**src/pkg/adc_cal_defs.svh**
```systemverilog
/*
  named constants for the calibration control block: register offsets, reset values,
  field positions and timing counts. assumes a 100 MHz mclk and an 8-bit register port.
*/
// Summary of operation
// - writing trigger bit 3 starts foreground calibration
// - trigger bit self-clears, always reads zero
// - trigger resets calibration state machine first
// - bit 4 opens vector port at 0x05a
// - range field bits 6-4, reset 111
// - only run bit safe during background calibration
// - run bit starts, clearing pauses background calibration
// - bit 0 enables background mode, resets zero
// - clearing mode bit may leave calibration incomplete
// - stopped flag zero while running, delayed stop
// - completion flag shows first calibration finished
// - successive vector accesses step through all values
// - timing calibration runs on trigger when enabled
`ifndef ADC_CAL_DEFS_SVH
`define ADC_CAL_DEFS_SVH

`define CAL_ADDR_W    12
`define CAL_DATA_W    8
`define CAL_VEC_DEPTH 16
`define CAL_PTR_W     4
`define CAL_CNT_W     8

`define CALIBRATION_CONFIG_0_OFS  12'h050
`define CALIBRATION_CONFIG_1_OFS  12'h051
`define CAL_BACK_OFS  12'h057
`define CAL_PAT_OFS   12'h058
`define CAL_VEC_OFS   12'h05a
`define CAL_STAT_OFS  12'h05b
`define CAL_TCAL_OFS  12'h066

`define CALIBRATION_CONFIG_0_RST  8'h06
`define CALIBRATION_CONFIG_1_RST  8'hf4
`define CAL_BACK_RST  8'h10
`define CAL_PAT_RST   8'h00
`define CAL_TCAL_RST  8'h02
`define CAL_VEC_RST   8'h00
`define CAL_STAT_RSVD 8'h08
`define CAL_ZERO_BYTE 8'h00

`define CAL_TRIG_BIT  3
`define CAL_VEN_BIT   4
`define CAL_RANGE_HI  6
`define CAL_RANGE_LO  4
`define CAL_RUN_BIT   1
`define CAL_MODE_BIT  0
`define CAL_TAUTO_BIT 0
`define CAL_STOP_BIT  1
`define CAL_DONE_BIT  0
`define CAL_RANGE_RST 3'h7

`define CAL_CLK_NS    10
`define CAL_FG_NS     2000
`define CAL_TIM_NS    500
`define CAL_STOP_NS   100
`define CAL_FG_CYC    ((`CAL_FG_NS + `CAL_CLK_NS - 1) / `CAL_CLK_NS)
`define CAL_TIM_CYC   ((`CAL_TIM_NS + `CAL_CLK_NS - 1) / `CAL_CLK_NS)
`define CAL_STOP_CYC  ((`CAL_STOP_NS + `CAL_CLK_NS - 1) / `CAL_CLK_NS)

`endif

```
**src/pkg/adc_cal_pkg.sv**
```systemverilog
/*
  types shared by the calibration control block and its vector memory.
  assumes adc_cal_defs.svh is on the include path.
*/
`include "adc_cal_defs.svh"
package adc_cal_pkg;

  typedef enum logic [2:0] {
    cal_idle,
    cal_init,
    cal_timing,
    cal_fg,
    cal_bg,
    cal_bg_stop
  } cal_state_t;

  typedef struct packed {
    logic                   wr;
    logic                   rd;
    logic [`CAL_ADDR_W-1:0] addr;
    logic [`CAL_DATA_W-1:0] wdata;
  } reg_req_t;

  typedef struct packed {
    logic [`CAL_DATA_W-1:0] cfg0;
    logic [`CAL_DATA_W-1:0] cfg1;
    logic [`CAL_DATA_W-1:0] back;
    logic [`CAL_DATA_W-1:0] pat;
    logic [`CAL_DATA_W-1:0] tcal;
    logic [`CAL_DATA_W-1:0] rd_data;
    logic                   rd_valid;
    logic [`CAL_PTR_W-1:0]  ptr;
    cal_state_t             cal;
    logic [`CAL_CNT_W-1:0]  cnt;
    logic                   first_done;
    logic                   stopped;
    logic                   complete;
  } ctl_state_t;

  typedef struct packed {
    logic [`CAL_VEC_DEPTH-1:0][`CAL_DATA_W-1:0] mem;
    logic [`CAL_DATA_W-1:0]                     rdata;
  } vec_state_t;

endpackage : adc_cal_pkg

```
**src/design/calibration_vector_port_mem.sv**
```systemverilog
/*
  calibration vector store: one write port, one read port with registered read data.
  assumes a single clock and synchronous active-high reset.
*/
`timescale 1ns/1ps
`default_nettype none
`include "adc_cal_defs.svh"
module calibration_vector_port_mem
  import adc_cal_pkg::*;
(
  input  wire logic                   mclk,
  input  wire logic                   srst,
  input  wire logic                   we,
  input  wire logic [`CAL_PTR_W-1:0]  waddr,
  input  wire logic [`CAL_DATA_W-1:0] wdata,
  input  wire logic [`CAL_PTR_W-1:0]  raddr,
  output logic      [`CAL_DATA_W-1:0] rdata
);
  vec_state_t st_reg;
  vec_state_t st_next;

  always_comb begin
    st_next = st_reg;
    for (int i = 0; i < `CAL_VEC_DEPTH; i++) begin
      if (we && (waddr == `CAL_PTR_W'(i))) begin
        st_next.mem[i] = wdata;
      end
    end
    st_next.rdata = st_next.mem[raddr];
  end

  always_ff @(posedge mclk) begin
    if (srst) begin
      st_reg <= '0;
    end else begin
      st_reg <= st_next;
    end
  end

  assign rdata = st_reg.rdata;
endmodule : calibration_vector_port_mem
`default_nettype wire

```
**src/design/adc_calibration_control.sv**
```systemverilog
/*
  calibration control register bank with a compact calibration sequencer.
  assumes register requests are synchronous to mclk, one request per cycle;
  analog calibration itself and the serial link live elsewhere.
*/
`timescale 1ns/1ps
`default_nettype none
`include "adc_cal_defs.svh"
module adc_calibration_control
  import adc_cal_pkg::*;
(
  input  wire logic                   mclk,
  input  wire logic                   srst,
  input  wire reg_req_t               reg_req,
  output logic      [`CAL_DATA_W-1:0] rd_data,
  output logic                        rd_valid,
  output logic                        cal_running,
  output logic                        timing_cal_active,
  output logic      [2:0]             signal_range_select,
  output logic                        cal_complete
);
  ctl_state_t             st_reg;
  ctl_state_t             st_next;
  logic                   foreground_trigger;
  logic                   vec_rd;
  logic                   vec_wr;
  logic                   vec_en;
  logic                   background_run;
  logic                   background_mode_enable;
  logic                   t_auto;
  logic [`CAL_PTR_W-1:0]  mem_raddr;
  logic [`CAL_DATA_W-1:0] mem_rdata;

  // settings read straight from register bank, no crossing
  assign vec_en                 = st_reg.cfg0[`CAL_VEN_BIT];
  assign background_run         = st_reg.back[`CAL_RUN_BIT];
  assign background_mode_enable = st_reg.back[`CAL_MODE_BIT];
  assign t_auto                 = st_reg.tcal[`CAL_TAUTO_BIT];

  always_comb begin
    st_next            = st_reg;
    st_next.rd_valid   = 1'b0;
    foreground_trigger = 1'b0;
    vec_rd             = 1'b0;
    vec_wr             = 1'b0;

    // register writes; accepted at any time, even mid-calibration
    if (reg_req.wr) begin
      if (reg_req.addr == `CALIBRATION_CONFIG_0_OFS) begin
        st_next.cfg0                = reg_req.wdata;
        st_next.cfg0[`CAL_TRIG_BIT] = 1'b0;
        foreground_trigger          = reg_req.wdata[`CAL_TRIG_BIT];
      end else if (reg_req.addr == `CALIBRATION_CONFIG_1_OFS) begin
        st_next.cfg1 = reg_req.wdata;
      end else if (reg_req.addr == `CAL_BACK_OFS) begin
        st_next.back = reg_req.wdata;
      end else if (reg_req.addr == `CAL_PAT_OFS) begin
        st_next.pat = reg_req.wdata;
      end else if (reg_req.addr == `CAL_TCAL_OFS) begin
        st_next.tcal = reg_req.wdata;
      end else if (reg_req.addr == `CAL_VEC_OFS) begin
        vec_wr = vec_en;
      end
    end

    // register reads, answered one cycle later
    if (reg_req.rd) begin
      st_next.rd_valid = 1'b1;
      if (reg_req.addr == `CALIBRATION_CONFIG_0_OFS) begin
        st_next.rd_data = st_reg.cfg0;
      end else if (reg_req.addr == `CALIBRATION_CONFIG_1_OFS) begin
        st_next.rd_data = st_reg.cfg1;
      end else if (reg_req.addr == `CAL_BACK_OFS) begin
        st_next.rd_data = st_reg.back;
      end else if (reg_req.addr == `CAL_PAT_OFS) begin
        st_next.rd_data = st_reg.pat;
      end else if (reg_req.addr == `CAL_TCAL_OFS) begin
        st_next.rd_data = st_reg.tcal;
      end else if (reg_req.addr == `CAL_VEC_OFS) begin
        st_next.rd_data = vec_en ? mem_rdata : `CAL_ZERO_BYTE;
        vec_rd          = vec_en;
      end else if (reg_req.addr == `CAL_STAT_OFS) begin
        st_next.rd_data                = `CAL_STAT_RSVD;
        st_next.rd_data[`CAL_STOP_BIT] = st_reg.stopped;
        st_next.rd_data[`CAL_DONE_BIT] = st_reg.first_done;
      end else begin
        st_next.rd_data = `CAL_ZERO_BYTE;
      end
    end

    // vector pointer steps once per access, rewinds while port closed
    if (!vec_en) begin
      st_next.ptr = '0;
    end else if (vec_rd || vec_wr) begin
      st_next.ptr = st_reg.ptr + `CAL_PTR_W'(1);
    end

    // calibration sequencer
    st_next.cnt = st_reg.cnt + `CAL_CNT_W'(1);
    case (st_reg.cal)
      cal_idle: begin
        st_next.cnt = '0;
        if (background_mode_enable && background_run) begin
          st_next.cal = cal_bg;
        end
      end
      cal_init: begin
        st_next.cnt = '0;
        st_next.cal = t_auto ? cal_timing : cal_fg;
      end
      cal_timing: begin
        if (st_reg.cnt == `CAL_CNT_W'(`CAL_TIM_CYC - 1)) begin
          st_next.cnt = '0;
          st_next.cal = cal_fg;
        end
      end
      cal_fg: begin
        if (st_reg.cnt == `CAL_CNT_W'(`CAL_FG_CYC - 1)) begin
          st_next.cnt        = '0;
          st_next.first_done = 1'b1;
          st_next.complete   = 1'b1;
          st_next.cal        = cal_idle;
        end
      end
      cal_bg: begin
        if (!background_mode_enable) begin
          st_next.complete = 1'b0;
          st_next.cal      = cal_idle;
        end else if (!background_run) begin
          st_next.cnt = '0;
          st_next.cal = cal_bg_stop;
        end
      end
      cal_bg_stop: begin
        if (!background_mode_enable) begin
          st_next.complete = 1'b0;
          st_next.cal      = cal_idle;
        end else if (background_run) begin
          st_next.cal = cal_bg;
        end else if (st_reg.cnt == `CAL_CNT_W'(`CAL_STOP_CYC - 1)) begin
          st_next.cal = cal_idle;
        end
      end
      default: begin
        st_next.cal = cal_idle;
      end
    endcase

    // trigger overrides any running sequence and restarts from the top
    if (foreground_trigger) begin
      st_next.cal = cal_init;
      st_next.cnt = '0;
    end

    st_next.stopped = (st_next.cal == cal_idle);
    mem_raddr       = st_next.ptr;
  end

  always_ff @(posedge mclk) begin
    if (srst) begin
      st_reg <= '{cfg0: `CALIBRATION_CONFIG_0_RST, cfg1: `CALIBRATION_CONFIG_1_RST, back: `CAL_BACK_RST,
                  pat: `CAL_PAT_RST, tcal: `CAL_TCAL_RST, rd_data: `CAL_VEC_RST,
                  rd_valid: 1'b0, ptr: '0, cal: cal_idle, cnt: '0,
                  first_done: 1'b0, stopped: 1'b1, complete: 1'b0};
    end else begin
      st_reg <= st_next;
    end
  end

  calibration_vector_port_mem i_calibration_vector_port_mem (
    .mclk  (mclk),
    .srst  (srst),
    .we    (vec_wr),
    .waddr (st_reg.ptr),
    .wdata (reg_req.wdata),
    .raddr (mem_raddr),
    .rdata (mem_rdata)
  );

  assign rd_data             = st_reg.rd_data;
  assign rd_valid            = st_reg.rd_valid;
  assign cal_running         = !st_reg.stopped;
  assign timing_cal_active   = (st_reg.cal == cal_timing);
  assign signal_range_select = st_reg.cfg1[`CAL_RANGE_HI:`CAL_RANGE_LO];
  assign cal_complete        = st_reg.complete;

  logic trig_wr;
  assign trig_wr = reg_req.wr && (reg_req.addr == `CALIBRATION_CONFIG_0_OFS) && reg_req.wdata[`CAL_TRIG_BIT];

  a_trigger_restart: assert property (@(posedge mclk) disable iff (srst)
    trig_wr |=> (st_reg.cal == cal_init) ##1 (st_reg.cal inside {cal_timing, cal_fg}))
    else $error("trigger did not restart the sequencer");

  a_trigger_selfclear: assert property (@(posedge mclk) disable iff (srst)
    trig_wr |=> (st_reg.cfg0[`CAL_TRIG_BIT] == 1'b0) && cal_running)
    else $error("trigger bit did not clear itself");

  a_fg_run_length: assert property (@(posedge mclk) disable iff (srst)
    (trig_wr && !t_auto) ##1 (!trig_wr) [*3] |-> (st_reg.cal == cal_fg) && cal_running)
    else $error("foreground run not in progress after trigger");

  a_vector_step: assert property (@(posedge mclk) disable iff (srst)
    (reg_req.rd && reg_req.addr == `CAL_VEC_OFS && vec_en && !reg_req.wr)
      |=> st_reg.ptr == $past(st_reg.ptr) + `CAL_PTR_W'(1))
    else $error("vector pointer did not advance");

  a_vector_closed: assert property (@(posedge mclk) disable iff (srst)
    (reg_req.rd && reg_req.addr == `CAL_VEC_OFS && !vec_en) |=> rd_valid && rd_data == `CAL_ZERO_BYTE)
    else $error("vector port answered while closed");

  a_range_reset: assert property (@(posedge mclk)
    $past(srst) |-> signal_range_select == `CAL_RANGE_RST)
    else $error("signal range not at reset value");

  a_bg_start: assert property (@(posedge mclk) disable iff (srst)
    (st_reg.cal == cal_idle && background_mode_enable && background_run && !trig_wr)
      |=> st_reg.cal == cal_bg ##1 cal_running)
    else $error("background calibration did not start");

  a_stop_delayed: assert property (@(posedge mclk) disable iff (srst)
    (st_reg.cal == cal_bg && background_mode_enable && !background_run && !trig_wr)
      |=> (st_reg.cal == cal_bg_stop) && cal_running)
    else $error("background stop was not delayed");

  a_done_flag: assert property (@(posedge mclk) disable iff (srst)
    (st_reg.cal == cal_fg && st_reg.cnt == `CAL_CNT_W'(`CAL_FG_CYC - 1) && !trig_wr)
      |=> st_reg.first_done && cal_complete && !cal_running)
    else $error("completion flag not set at end of run");

  a_timing_first: assert property (@(posedge mclk) disable iff (srst)
    (st_reg.cal == cal_init && t_auto && !trig_wr) |=> timing_cal_active)
    else $error("timing calibration skipped");

  a_bg_abandon: assert property (@(posedge mclk) disable iff (srst)
    (st_reg.cal == cal_bg && !background_mode_enable && !trig_wr) |=> !cal_complete && !cal_running)
    else $error("abandoned background left complete");

  a_mode_reset: assert property (@(posedge mclk)
    $past(srst) |-> !background_mode_enable && !cal_running)
    else $error("background mode not clear after reset");

  a_trigger_reads_zero: assert property (@(posedge mclk) disable iff (srst)
    (reg_req.rd && reg_req.addr == `CALIBRATION_CONFIG_0_OFS)
      |=> rd_valid && !rd_data[`CAL_TRIG_BIT])
    else $error("trigger bit read back as one");

  a_stat_running: assert property (@(posedge mclk) disable iff (srst)
    (reg_req.rd && reg_req.addr == `CAL_STAT_OFS && cal_running)
      |=> rd_valid && !rd_data[`CAL_STOP_BIT])
    else $error("stopped flag set while calibration runs");

  a_stat_done: assert property (@(posedge mclk) disable iff (srst)
    (reg_req.rd && reg_req.addr == `CAL_STAT_OFS && cal_complete)
      |=> rd_valid && rd_data[`CAL_DONE_BIT])
    else $error("completion flag missing from status");

  a_done_sticky: assert property (@(posedge mclk) disable iff (srst)
    st_reg.first_done
      |=> st_reg.first_done)
    else $error("completion flag dropped without reset");

  a_range_follow: assert property (@(posedge mclk) disable iff (srst)
    (reg_req.wr && reg_req.addr == `CALIBRATION_CONFIG_1_OFS)
      |=> signal_range_select == $past(reg_req.wdata[`CAL_RANGE_HI:`CAL_RANGE_LO]))
    else $error("signal range did not follow the write");

  a_mode_follow: assert property (@(posedge mclk) disable iff (srst)
    (reg_req.wr && reg_req.addr == `CAL_BACK_OFS)
      |=> background_mode_enable == $past(reg_req.wdata[`CAL_MODE_BIT]))
    else $error("background mode bit did not follow the write");

  a_run_follow: assert property (@(posedge mclk) disable iff (srst)
    (reg_req.wr && reg_req.addr == `CAL_BACK_OFS)
      |=> background_run == $past(reg_req.wdata[`CAL_RUN_BIT]))
    else $error("run bit did not follow the write");

  a_vector_wr_step: assert property (@(posedge mclk) disable iff (srst)
    (reg_req.wr && reg_req.addr == `CAL_VEC_OFS && vec_en && !reg_req.rd)
      |=> st_reg.ptr == $past(st_reg.ptr) + `CAL_PTR_W'(1))
    else $error("vector pointer did not advance on write");

  a_vector_rewind: assert property (@(posedge mclk) disable iff (srst)
    !vec_en
      |=> st_reg.ptr == '0)
    else $error("vector pointer not rewound while port closed");

  a_bg_resume: assert property (@(posedge mclk) disable iff (srst)
    (st_reg.cal == cal_bg_stop && background_mode_enable && background_run && !trig_wr)
      |=> (st_reg.cal == cal_bg) && cal_running)
    else $error("background calibration did not resume");

  a_stop_latency: assert property (@(posedge mclk) disable iff (srst)
    (st_reg.cal == cal_bg_stop && background_mode_enable && !background_run && !trig_wr
       && st_reg.cnt == `CAL_CNT_W'(`CAL_STOP_CYC - 1))
      |=> (st_reg.cal == cal_idle) && !cal_running)
    else $error("background stop did not finish");

  a_timing_length: assert property (@(posedge mclk) disable iff (srst)
    (st_reg.cal == cal_timing && st_reg.cnt == `CAL_CNT_W'(`CAL_TIM_CYC - 1) && !trig_wr)
      |=> (st_reg.cal == cal_fg) && !timing_cal_active)
    else $error("timing phase did not hand over to foreground run");

  a_idle_needs_mode: assert property (@(posedge mclk) disable iff (srst)
    (st_reg.cal == cal_idle && !background_mode_enable && !trig_wr)
      |=> (st_reg.cal == cal_idle) && !cal_running)
    else $error("calibration started without background mode");
endmodule : adc_calibration_control
`default_nettype wire

```
**config.mk**
```make
export PLATFORM = sky130hd
export DESIGN_NAME = adc_calibration_control
export DESIGN_NICKNAME = d
export VERILOG_FILES = /design/src/pkg/adc_cal_pkg.sv /design/src/design/calibration_vector_port_mem.sv /design/src/design/adc_calibration_control.sv
export VERILOG_INCLUDE_DIRS = /design/src /design/src/pkg
export SDC_FILE = /design/constraint.sdc
export NUM_CORES = 1
export LEC_CHECK = 0
export BUFFER_PORTS_ARGS = -buffer_cell sky130_fd_sc_hd__buf_2
export CAP_MARGIN = 25
export CORE_ASPECT_RATIO = 0.7
export CORE_MARGIN = 8
export CORE_UTILIZATION = 35
export DETAILED_ROUTE_END_ITERATION = 7
export PLACE_DENSITY = 0.54
export SLEW_MARGIN = 20
export SYNTH_ARGS = -nofsm -noshare
export SYNTH_HDL_FRONTEND = slang
export SYNTH_HIERARCHICAL = 1
export SYNTH_SLANG_ARGS = --single-unit
```
**constraint.sdc**
```tcl
create_clock -name mclk -period 4.47 [get_ports mclk]
set_input_delay 0 -clock mclk [delete_from_list [all_inputs] [get_ports mclk]]
set_output_delay 0 -clock mclk [all_outputs]
set_load 0.01 [all_outputs]
```
Word level (Yosys, flattened, before mapping)
Index checks and enable logic that the tools add are counted.

storage, ports and cells
  word-level logic and storage cells = 157
  register bits after elaboration = 202

cells by class
  reduce and logical (&&, ||, !) cells = 33
  equal/unequal tests = 32
  bitwise gates (word level) = 4
  $lt $le $gt $ge = 1
  add/subtract/negate cells = 2
  mux-type cells = 55

operator list
  kind                                            number
  two-way mux 8 bit                               25
  == test 12 x 7 -> 1 bit, second input constant  7
  two-way mux 11 bit                              3
  binary-select mux 8 bit (select 4 bit)          1
  == test 4 bit, second input constant            8
  one-hot mux 8 bit (4 select lines)              1
  one-hot mux 3 bit (6 select lines)              1
  logical AND 1 bit                               17
  == test 4 x 3 -> 1 bit, second input constant   4
  two-way mux 3 bit                               5
  two-way mux 1 bit                               14
  two-way mux 12 bit                              1
  two-way mux 4 bit                               3
  adder 8 x 1 -> 8 bit, second input constant     1
  == test 4 x 2 -> 1 bit, second input constant   2
  == test 8 x 4 -> 1 bit, second input constant   1
  == test 8 x 6 -> 1 bit, second input constant   1
  == test 8 bit, second input constant            1
  == test 3 x 2 -> 1 bit, second input constant   2
  == test 3 bit, second input constant            2
  logical NOT 3 bit                               2
  AND reduction 3 bit                             2
  AND reduction 6 bit                             1
  OR reduction 2 bit                              3
  other kinds (14)                                19

Depth between registers and ports, before layout
Gate-level depths: netlist of run 1.

  depth after elaboration = 13
  depth in mapped cells = 14
  gate-level depth less buffers = 12

By module
Netlist of run 1, hierarchy kept.

modules (own cells, without submodules)
  module                       cells an instance  area each (µm²)  sequential area each (µm²)  times used
  calibration_vector_port_mem  876                6462.4           2722.6                      1
  adc_calibration_control      413                3388.2           1321.3                      1

Worst setup path before layout of run 1
No wires, ideal clock.

  path type = input to register
  start point = in reg_req[15] (netlist bit)
  end point = reg i_calibration_vector_port_mem.st_reg (netlist bit i_calibration_vector_port_mem/rdata[5])
  stages = 13
  path slack = 1.247 ns
  path buffers = 2
  library setup time = 0.120 ns
  data arrival time = 3.103 ns
  path through = or4b_1 -> buf_2 -> or2_2 -> nor4_2 -> xnor2_1 -> nor2b_1 -> buf_2 -> xnor2_2 -> nand4_1 -> o211a_1 -> a211oi_1 -> a211oi_1 -> a211o_1

on the way
  cells in the longest elaborated chain, start to end = 13
  elaborated cells between the ends (all ways) = 51
  those cells by class = eq/ne: 6; mux: 28; reduce/logical: 17

RTL lines
  item                                         line                                                          source
  start, declared                              adc_calibration_control.sv:14                                 input wire reg_req_t reg_req,
  == test 12 x 7 -> 1 bit (no source line)     --
  two-way mux 1 bit                            adc_calibration_control.sv:61, adc_calibration_control.sv:79
  two-way mux 1 bit                            adc_calibration_control.sv:59, adc_calibration_control.sv:77
  two-way mux 1 bit                            adc_calibration_control.sv:57, adc_calibration_control.sv:75
  two-way mux 1 bit                            adc_calibration_control.sv:55, adc_calibration_control.sv:73
  two-way mux 1 bit                            adc_calibration_control.sv:53, adc_calibration_control.sv:71
  two-way mux 1 bit (*)                        adc_calibration_control.sv:49, adc_calibration_control.sv:69
  two-way mux 1 bit, on equally long branches  adc_calibration_control.sv:67, adc_calibration_control.sv:48
  logical OR 1 bit (*)                         adc_calibration_control.sv:94                                 end else if (vec_rd || vec_wr) begin
  two-way mux 4 bit (*)                        adc_calibration_control.sv:94
  two-way mux 4 bit (*)                        adc_calibration_control.sv:92                                 if (!vec_en) begin
  named net mem_raddr[0]                       adc_calibration_control.sv:31                                 logic [`CAL_PTR_W-1:0] mem_raddr;
  binary-select mux 8 bit (select 4 bit) (*)   calibration_vector_port_mem.sv:29                             st_next.rdata = st_next.mem[raddr];
  two-way mux 8 bit (implied by the code) (*)  calibration_vector_port_mem.sv:29
  end signal, assigned                         calibration_vector_port_mem.sv:36                             st_reg <= st_next;
  end, declared                                calibration_vector_port_mem.sv:19                             vec_state_t st_reg;

The timed path passes the listed nets; every way through them passes the cells marked *. The select of a mux whose other input is x is not followed.
A chain may end at the register's enable or synchronous reset.

==> impl_metrics.env, run 1 <==
export IMPL_status="finished with violations"
export IMPL_violations="negative hold slack"
export IMPL_fin_crit_ps=3620
export IMPL_synth_edff_count=0
export IMPL_top_usage_layer="met1"
export IMPL_rsz0062_at_grt="no"
export IMPL_cp_end_kind="flip-flop"
export IMPL_cp_start_kind="flip-flop"
export IMPL_whs_path_depth=2
export IMPL_grt_pass1_wl_um=50700
export IMPL_async_flop_share=0
export IMPL_critPathRequiredTime_ps=4840
export IMPL_synth_area_leaders="dfxtp_1 41%, nand2_1 11%, a21oi_1 7.4%"
export IMPL_grt_usage=0.187
export IMPL_met2_usage=0.253
export IMPL_h_tree_depth=1
export IMPL_antenna_left=0
export IMPL_fill_cells=2849
export IMPL_worst_pin_slew_ps=971
export IMPL_cts_inserted_buffers=22
export IMPL_io_pins=39
export IMPL_start_util=0.355
export IMPL_drv_cap=0
export IMPL_finalHoldViolations=1
export IMPL_largest_register_ffs=128
export IMPL_reg2reg_from="st_reg[63]$_SDFFE_PP0P_"
export IMPL_syn_nets=1316
export IMPL_avgSynthCellArea_sq_um=7.64
export IMPL_fin_nets=1292
export IMPL_yosys_warnings=6
export IMPL_whs_ps=-9.41
export IMPL_fin_skew_ps=24.6
export IMPL_via_per_inst=5.57
export IMPL_max_stage_delay_ps=520
export IMPL_stdcell_count=1651
export IMPL_drive_above_1_share=0.0946
export IMPL_critPathKind="flip-flop to flip-flop"
export IMPL_setup_violations=0
export IMPL_leakagePower_nw=3.68
export IMPL_cts_sinks=202
export IMPL_clk_pin_slew_ps=70
export IMPL_ys_ff_latch=202
export IMPL_gr_usage_met1=0.290
export IMPL_period_share=0.809
export IMPL_wl_per_cell_um=19.8
export IMPL_grt_start_max_net_pins=106
export IMPL_drv_slew=0
export IMPL_netlist_area_sq_mm=0.00985
export IMPL_use_met3=0.0413
export IMPL_crit_top_cell="o211ai_1"
export IMPL_cts_root_buffer="clkbuf_16"
export IMPL_r2r_end="i_calibration_vector_port_mem/rdata[3]$_SDFF_PP0_"
export IMPL_drt_iter0_drc=1271
export IMPL_yosys_area_top_type_share=0.411
export IMPL_vias=9189
export IMPL_clock_path_buffers=3
export IMPL_hold_class="input pin to flip-flop"
export IMPL_multiInputGateArea_sq_mm=0.00524
export IMPL_hp_start="srst"
export IMPL_ys_seq_area_frac=0.411
export IMPL_first_global_vias=8499
export IMPL_tns_ps=0
export IMPL_placed_cells=1610
export IMPL_syn_to_final_growth_pct=11.2
export IMPL_post_route_drc_count=0
export IMPL_cp_slowest_cell="xor2_1"
export IMPL_ys_flop_type="dfxtp_1"
export IMPL_relSlewSlack=0.347
export IMPL_io_buffers=38
export IMPL_critPathMaxFanout=11
export IMPL_die_y_um=156
export IMPL_synth_top_area_cell="dfxtp_1"
export IMPL_dp_hpwl_um=21500
export IMPL_core_area_sq_mm=0.0278
export IMPL_synth_cell_types=79
export IMPL_cts_tree="done"
export IMPL_cp_arrival_ps=3980
export IMPL_crit_chain="buf_4 -> o211ai_1 -> nor4_2 -> xnor2_1 -> nor2b_4 -> xor2_1 -> nor3_1 -> a21oi_1 -> o211ai_1 -> a311oi_1 -> o21ai_0"
export IMPL_register_area_sq_mm=0.00404
export IMPL_r2r_slack_ps=850
export IMPL_r2r_worst_path_cells=11
export IMPL_drt_total_wl_um=32600
export IMPL_insertion_delay_ps=510
export IMPL_row_count=51
export IMPL_power_mw=3.90
export IMPL_utilization=0.395
export IMPL_holdPathEnd="st_reg[52]$_SDFFE_PP0P_"
export IMPL_dr_pass1_iters=7
export IMPL_fmax_mhz=277
export IMPL_powerDensity_mw_per_mm2=356
export IMPL_gp_congestion=0.927
export IMPL_gr_total_overflow=0
export IMPL_synth_most_common_cell="nand2_1"
export IMPL_syn_instance_count=1289
export IMPL_peakVddDrop_uv=189
export IMPL_antenna_found_initial=1
export IMPL_die_area_sq_mm=0.0339
export IMPL_die_w_um=217
export IMPL_synth_commonest_cells="288 x nand2_1, 202 x dfxtp_1, 145 x a21oi_1"
worst max-delay path by stage:
| stage | cells past startpoint | endpoint | slack, ps | start |
|---|---|---|---|---|
| 2_1_floorplan | 13 | i_calibration_vector_port_mem/rdata[5]$_SDFF_PP0_ | 1250 | reg_req[15] |
| 3_3_place_gp | 12 | i_calibration_vector_port_mem/rdata[3]$_SDFF_PP0_ | 550 | reg_req[15] |
| 3_5_place_dp | 12 | i_calibration_vector_port_mem/rdata[3]$_SDFF_PP0_ | 500 | reg_req[15] |
| 4_1_cts | 11 | i_calibration_vector_port_mem/rdata[3]$_SDFF_PP0_ | 1000 | st_reg[63]$_SDFFE_PP0P_ |
| 5_1_grt | 8 | i_calibration_vector_port_mem/rdata[1]$_SDFF_PP0_ | 680 | st_reg[63]$_SDFFE_PP0P_ |
| 6_report | 11 | i_calibration_vector_port_mem/rdata[3]$_SDFF_PP0_ | 850 | st_reg[63]$_SDFFE_PP0P_ |
power breakdown:
group | internal (mW) | total (mW) | switching, mW
registers | 1.80 | 1.80 | 0.000296
logic | 0.0275 | 0.140 | 0.113
clock network | 1.21 | 1.96 | 0.749
area by class of cell:
type	count	area share
diodes	1	0.000228
clock buffers	31	0.0607
clock inverters	7	0.0106
inverters	17	0.00582
multi-input cells	962	0.478
flip-flops and latches	202	0.369
well taps	371	0.0424
repair buffers	60	0.0335
cells by family (layout without fill, tap and decap cells):
group                      Yosys count  count (layout)  synth area share
AOI/OAI and AO/OA                  324             324             0.207
xor gates and xnor gates            11              11            0.0105
adders and majority gates            3               3           0.00381
buffers and inverters              125             115            0.0591
DFF                                202             202             0.411
muxes                               38              38            0.0426
other                                0               1                 0
and+or+nand+nor                    586             586             0.266
layout by cell type (no fill, tap or decap), types with 5 or more instances in the layout:
master	instances
nand2_1	288
dfxtp_1	202
a21oi_1	145
nor2_1	120
nor3_1	51
buf_2	37
mux2i_1	34
o22ai_1	32
nand3_1	29
o21ai_0	29
clkbuf_16	23
buf_4	20
inv_1	17
o32ai_1	17
nor2b_1	16
a211oi_1	14
or3_1	11
nand2b_1	10
a211o_1	10
or2_2	7
o211ai_1	7
xor2_1	7
o21a_1	7
a32oi_1	7
nand3b_1	6
nand4_1	6
and3_1	6
clkbuf_8	6
nor4_1	5
and2_1	5
a31oi_1	5
o221ai_1	5
per-stage QoR:
stage	hold slack (ps)	cell area [sq um]	setup slack, ps
after detailed placement	384	10200	504
after floorplan	118	9850	1250
after CTS	5.18	11000	998
after global placement	395	10200	548
final	-9.41	11000	855
after global routing	18.9	11000	676
critical path, delay by kind of cell, from the launching register on:
kind | cells | cell delay (ps)
AND/OR/NAND/NOR | 3 | 980
XOR/XNOR | 2 | 740
buffers and inverters | 1 | 210
flip-flops | 1 | 400
AO/OA/AOI/OAI | 5 | 1130
routing by layer:
| metal | share of wire | vias up |
|---|---|---|
| met5 | 0 | - |
| met2 | 0.39 | 387 |
| met3 | 0.095 | 46 |
| met4 | 0.018 | 0 |
| met1 | 0.50 | 4307 |
| li1 | - | 4449 |
timing repair:
action	in CTS	in global routing
endpoints found under the hold margin	9	0
buffers inserted	0	0
hold buffers	2	0
gates resized for setup	0	0
Power figures use the tool's default switching activity.
==> inputs of run 2 (changes only) <==
--- a/config.mk
+++ b/config.mk
@@ -12,7 +12,7 @@
 export CORE_MARGIN = 8
 export CORE_UTILIZATION = 35
 export DETAILED_ROUTE_END_ITERATION = 7
-export PLACE_DENSITY = 0.54
+export PLACE_DENSITY = 0.56
 export SLEW_MARGIN = 20
 export SYNTH_ARGS = -nofsm -noshare
 export SYNTH_HDL_FRONTEND = slang
==> constraint.sdc (replaced) <==
create_clock -name mclk -period 3.3 [get_ports mclk]
set_input_delay 0 -clock mclk [delete_from_list [all_inputs] [get_ports mclk]]
set_output_delay 0 -clock mclk [all_outputs]
set_load 0.01 [all_outputs]
==> run 2 against run 1 <==
Net effect: the flow now finishes without violations; total power increased by 42%; combinational power increased by 49%; fmax increased by 19%; setup slack got worse by 600 ps; global-route usage increased by 0.82 points; clock skew decreased by 12 ps; critical path depth increased by 1; non-clock buffer count increased by 101; largest power group unchanged.
==> impl_metrics.env, run 2 (synthesized netlist as in run 1, its figures left out) <==
export IMPL_gp_congestion=0.951
export IMPL_swShare=0.221
export IMPL_finalHoldViolations=0
export IMPL_cp_end_kind="flip-flop"
export IMPL_fin_crit_ps=3050
export IMPL_worst_pin_slew_ps=877
export IMPL_row_count=51
export IMPL_relSlewSlack=0.416
export IMPL_cp_start_kind="flip-flop"
export IMPL_fin_nets=1393
export IMPL_stdcell_count=1753
export IMPL_drv_slew=0
export IMPL_placed_cells=1706
export IMPL_critPathKind="flip-flop to flip-flop"
export IMPL_power_frac_seq=0.442
export IMPL_fmax_mhz=328
export IMPL_multiInputGateArea_sq_mm=0.00526
export IMPL_post_route_drc_count=0
export IMPL_gr_total_overflow=0
export IMPL_grt_pass1_wl_um=53100
export IMPL_hold_class="input pin to flip-flop"
export IMPL_cts_sinks=202
export IMPL_period_share=0.923
export IMPL_pwr_share_comb=0.038
export IMPL_cp_arrival_ps=3400
export IMPL_drv_cap=0
export IMPL_largest_register_ffs=128
export IMPL_die_area_sq_mm=0.0339
export IMPL_dp_hpwl_um=24000
export IMPL_drt_iter0_drc=1074
export IMPL_power_mw=5.52
export IMPL_cts_inserted_buffers=22
export IMPL_power_switching_mw=1.22
export IMPL_powerDensity_mw_per_mm2=466
export IMPL_placed_area_sq_mm=0.0109
export IMPL_cts_tree="done"
export IMPL_drive_above_1_share=0.163
export IMPL_grt_usage=0.195
export IMPL_die_y_um=156
export IMPL_die_w_um=217
export IMPL_peakVddDrop_uv=247
export IMPL_first_global_vias=8885
export IMPL_utilization=0.426
export IMPL_register_area_sq_mm=0.00405
export IMPL_rsz0062_at_grt="no"
export IMPL_io_pins=39
export IMPL_h_tree_depth=1
export IMPL_whs_ps=73.9
export IMPL_clk_pin_slew_ps=60
export IMPL_drt_total_wl_um=34400
export IMPL_final_common_cell="nand2_1"
export IMPL_io_buffers=38
export IMPL_vias=9716
export IMPL_antenna_cells=0
export IMPL_grt_start_max_net_pins=71
export IMPL_setup_violations=0
export IMPL_antenna_left=0
export IMPL_syn_to_final_growth_pct=20.1
export IMPL_p_int_mw=4.30
export IMPL_leakagePower_nw=4.18
export IMPL_status="complete, no violations"
export IMPL_critPathMaxFanout=15
export IMPL_p_clk_frac=0.520
export IMPL_fin_area_sq_mm=0.0118
export IMPL_core_area_sq_mm=0.0278
export IMPL_final_cell_mix="288 x nand2_1, 201 x dfxtp_1, 145 x a21oi_1"
export IMPL_cts_root_buffer="clkbuf_16"
export IMPL_start_util=0.355
export IMPL_insertion_delay_ps=510
export IMPL_fill_cells=2804
export IMPL_wl_per_cell_um=19.6
export IMPL_fin_skew_ps=12.4
export IMPL_critPathRequiredTime_ps=3650
export IMPL_antenna_found_initial=1
export IMPL_dr_pass1_iters=6
export IMPL_clock_path_buffers=3
export IMPL_via_per_inst=5.54
[run 2: changes by cell type in the layout (fill, tap and decap cells not counted), sizes merged]
cell | previous run | this run
buf | 58 | 154
bufinv | 3 | 6
clkinv | 2 | 4
clkinvlp | 1 | 3
clkbuf | 31 | 27
diode | 1 | 0
dlygate4sd3 | 2 | 7
inv | 18 | 17
[run 2: metrics by stage]
stage / setup WS [ps] / setup TNS (ps)
floorplan: 76.9 / 0
global placement: -289 / -594
detailed placement: -353 / -730
CTS: 1.76 / 0
global route: 101 / 0
finish: 255 / 0
[run 2: worst paths after layout]
kind / startpoint / end / slack [ps] / depth (start not counted)
worst max register to register: st_reg[63]$_SDFFE_PP0P_ / i_calibration_vector_port_mem/rdata[3]$_SDFF_PP0_ / 250 / 12
worst max-delay path: st_reg[63]$_SDFFE_PP0P_ / i_calibration_vector_port_mem/rdata[3]$_SDFF_PP0_ / 250 / 12
worst min-delay path: reg_req[6] / i_calibration_vector_port_mem/st_reg[126]$_SDFF_PP0_ / 70 / 3
worst min register to register: i_calibration_vector_port_mem/st_reg[34]$_SDFF_PP0_ / i_calibration_vector_port_mem/st_reg[34]$_SDFF_PP0_ / 460 / 2
[run 2: power by group through the flow]
| stage | Clock (mW) | Combinational (mW) | Sequential, mW |
|---|---|---|---|
| 2_1_floorplan | 0 | 0.101 | 2.49 |
| 3_3_place_gp | 0 | 0.199 | 2.49 |
| 3_5_place_dp | 0 | 0.197 | 2.49 |
| 4_1_cts | 2.93 | 0.204 | 2.44 |
| 5_1_grt | 3.02 | 0.218 | 2.44 |
| 6_report | 2.87 | 0.209 | 2.44 |
[run 2: final cells by class]
class | instances | share of cell area
multi-input combinational | 962 | 0.444
sequential | 202 | 0.342
timing repair buffer | 161 | 0.0972
clock buffer | 27 | 0.0525
tap | 371 | 0.0392
clock inverter | 13 | 0.0195
inverter | 17 | 0.00539
[run 2: repair_timing]
| action | CTS | global route |
|---|---|---|
| endpoints found under the setup margin | 0 | 3 |
| hold endpoints to repair | 77 | 0 |
| hold buffers | 7 | 0 |
| setup buffers | 0 | 0 |
| resized for setup | 0 | 5 |
[run 2: worst max-delay path, stage by stage, from the launching register on]
cell and delay (ps):
dfxtp_2 410, o211ai_1 120, nor4_2 220, buf_4 180, xnor2_1 120, nor2b_4 270, buf_4 260, o21ai_0 200
buf_4 200, o22ai_1 220, nor2_1 120, a311oi_2 390, o21ai_0 180
[run 2: routing by layer]
layer,track usage,vias up,wire [um]
li1,-,4654,-
met1,0.303,4613,17000
met2,0.269,404,13600
met3,0.0386,45,3130
met4,0.0408,0,607
met5,0,-,0
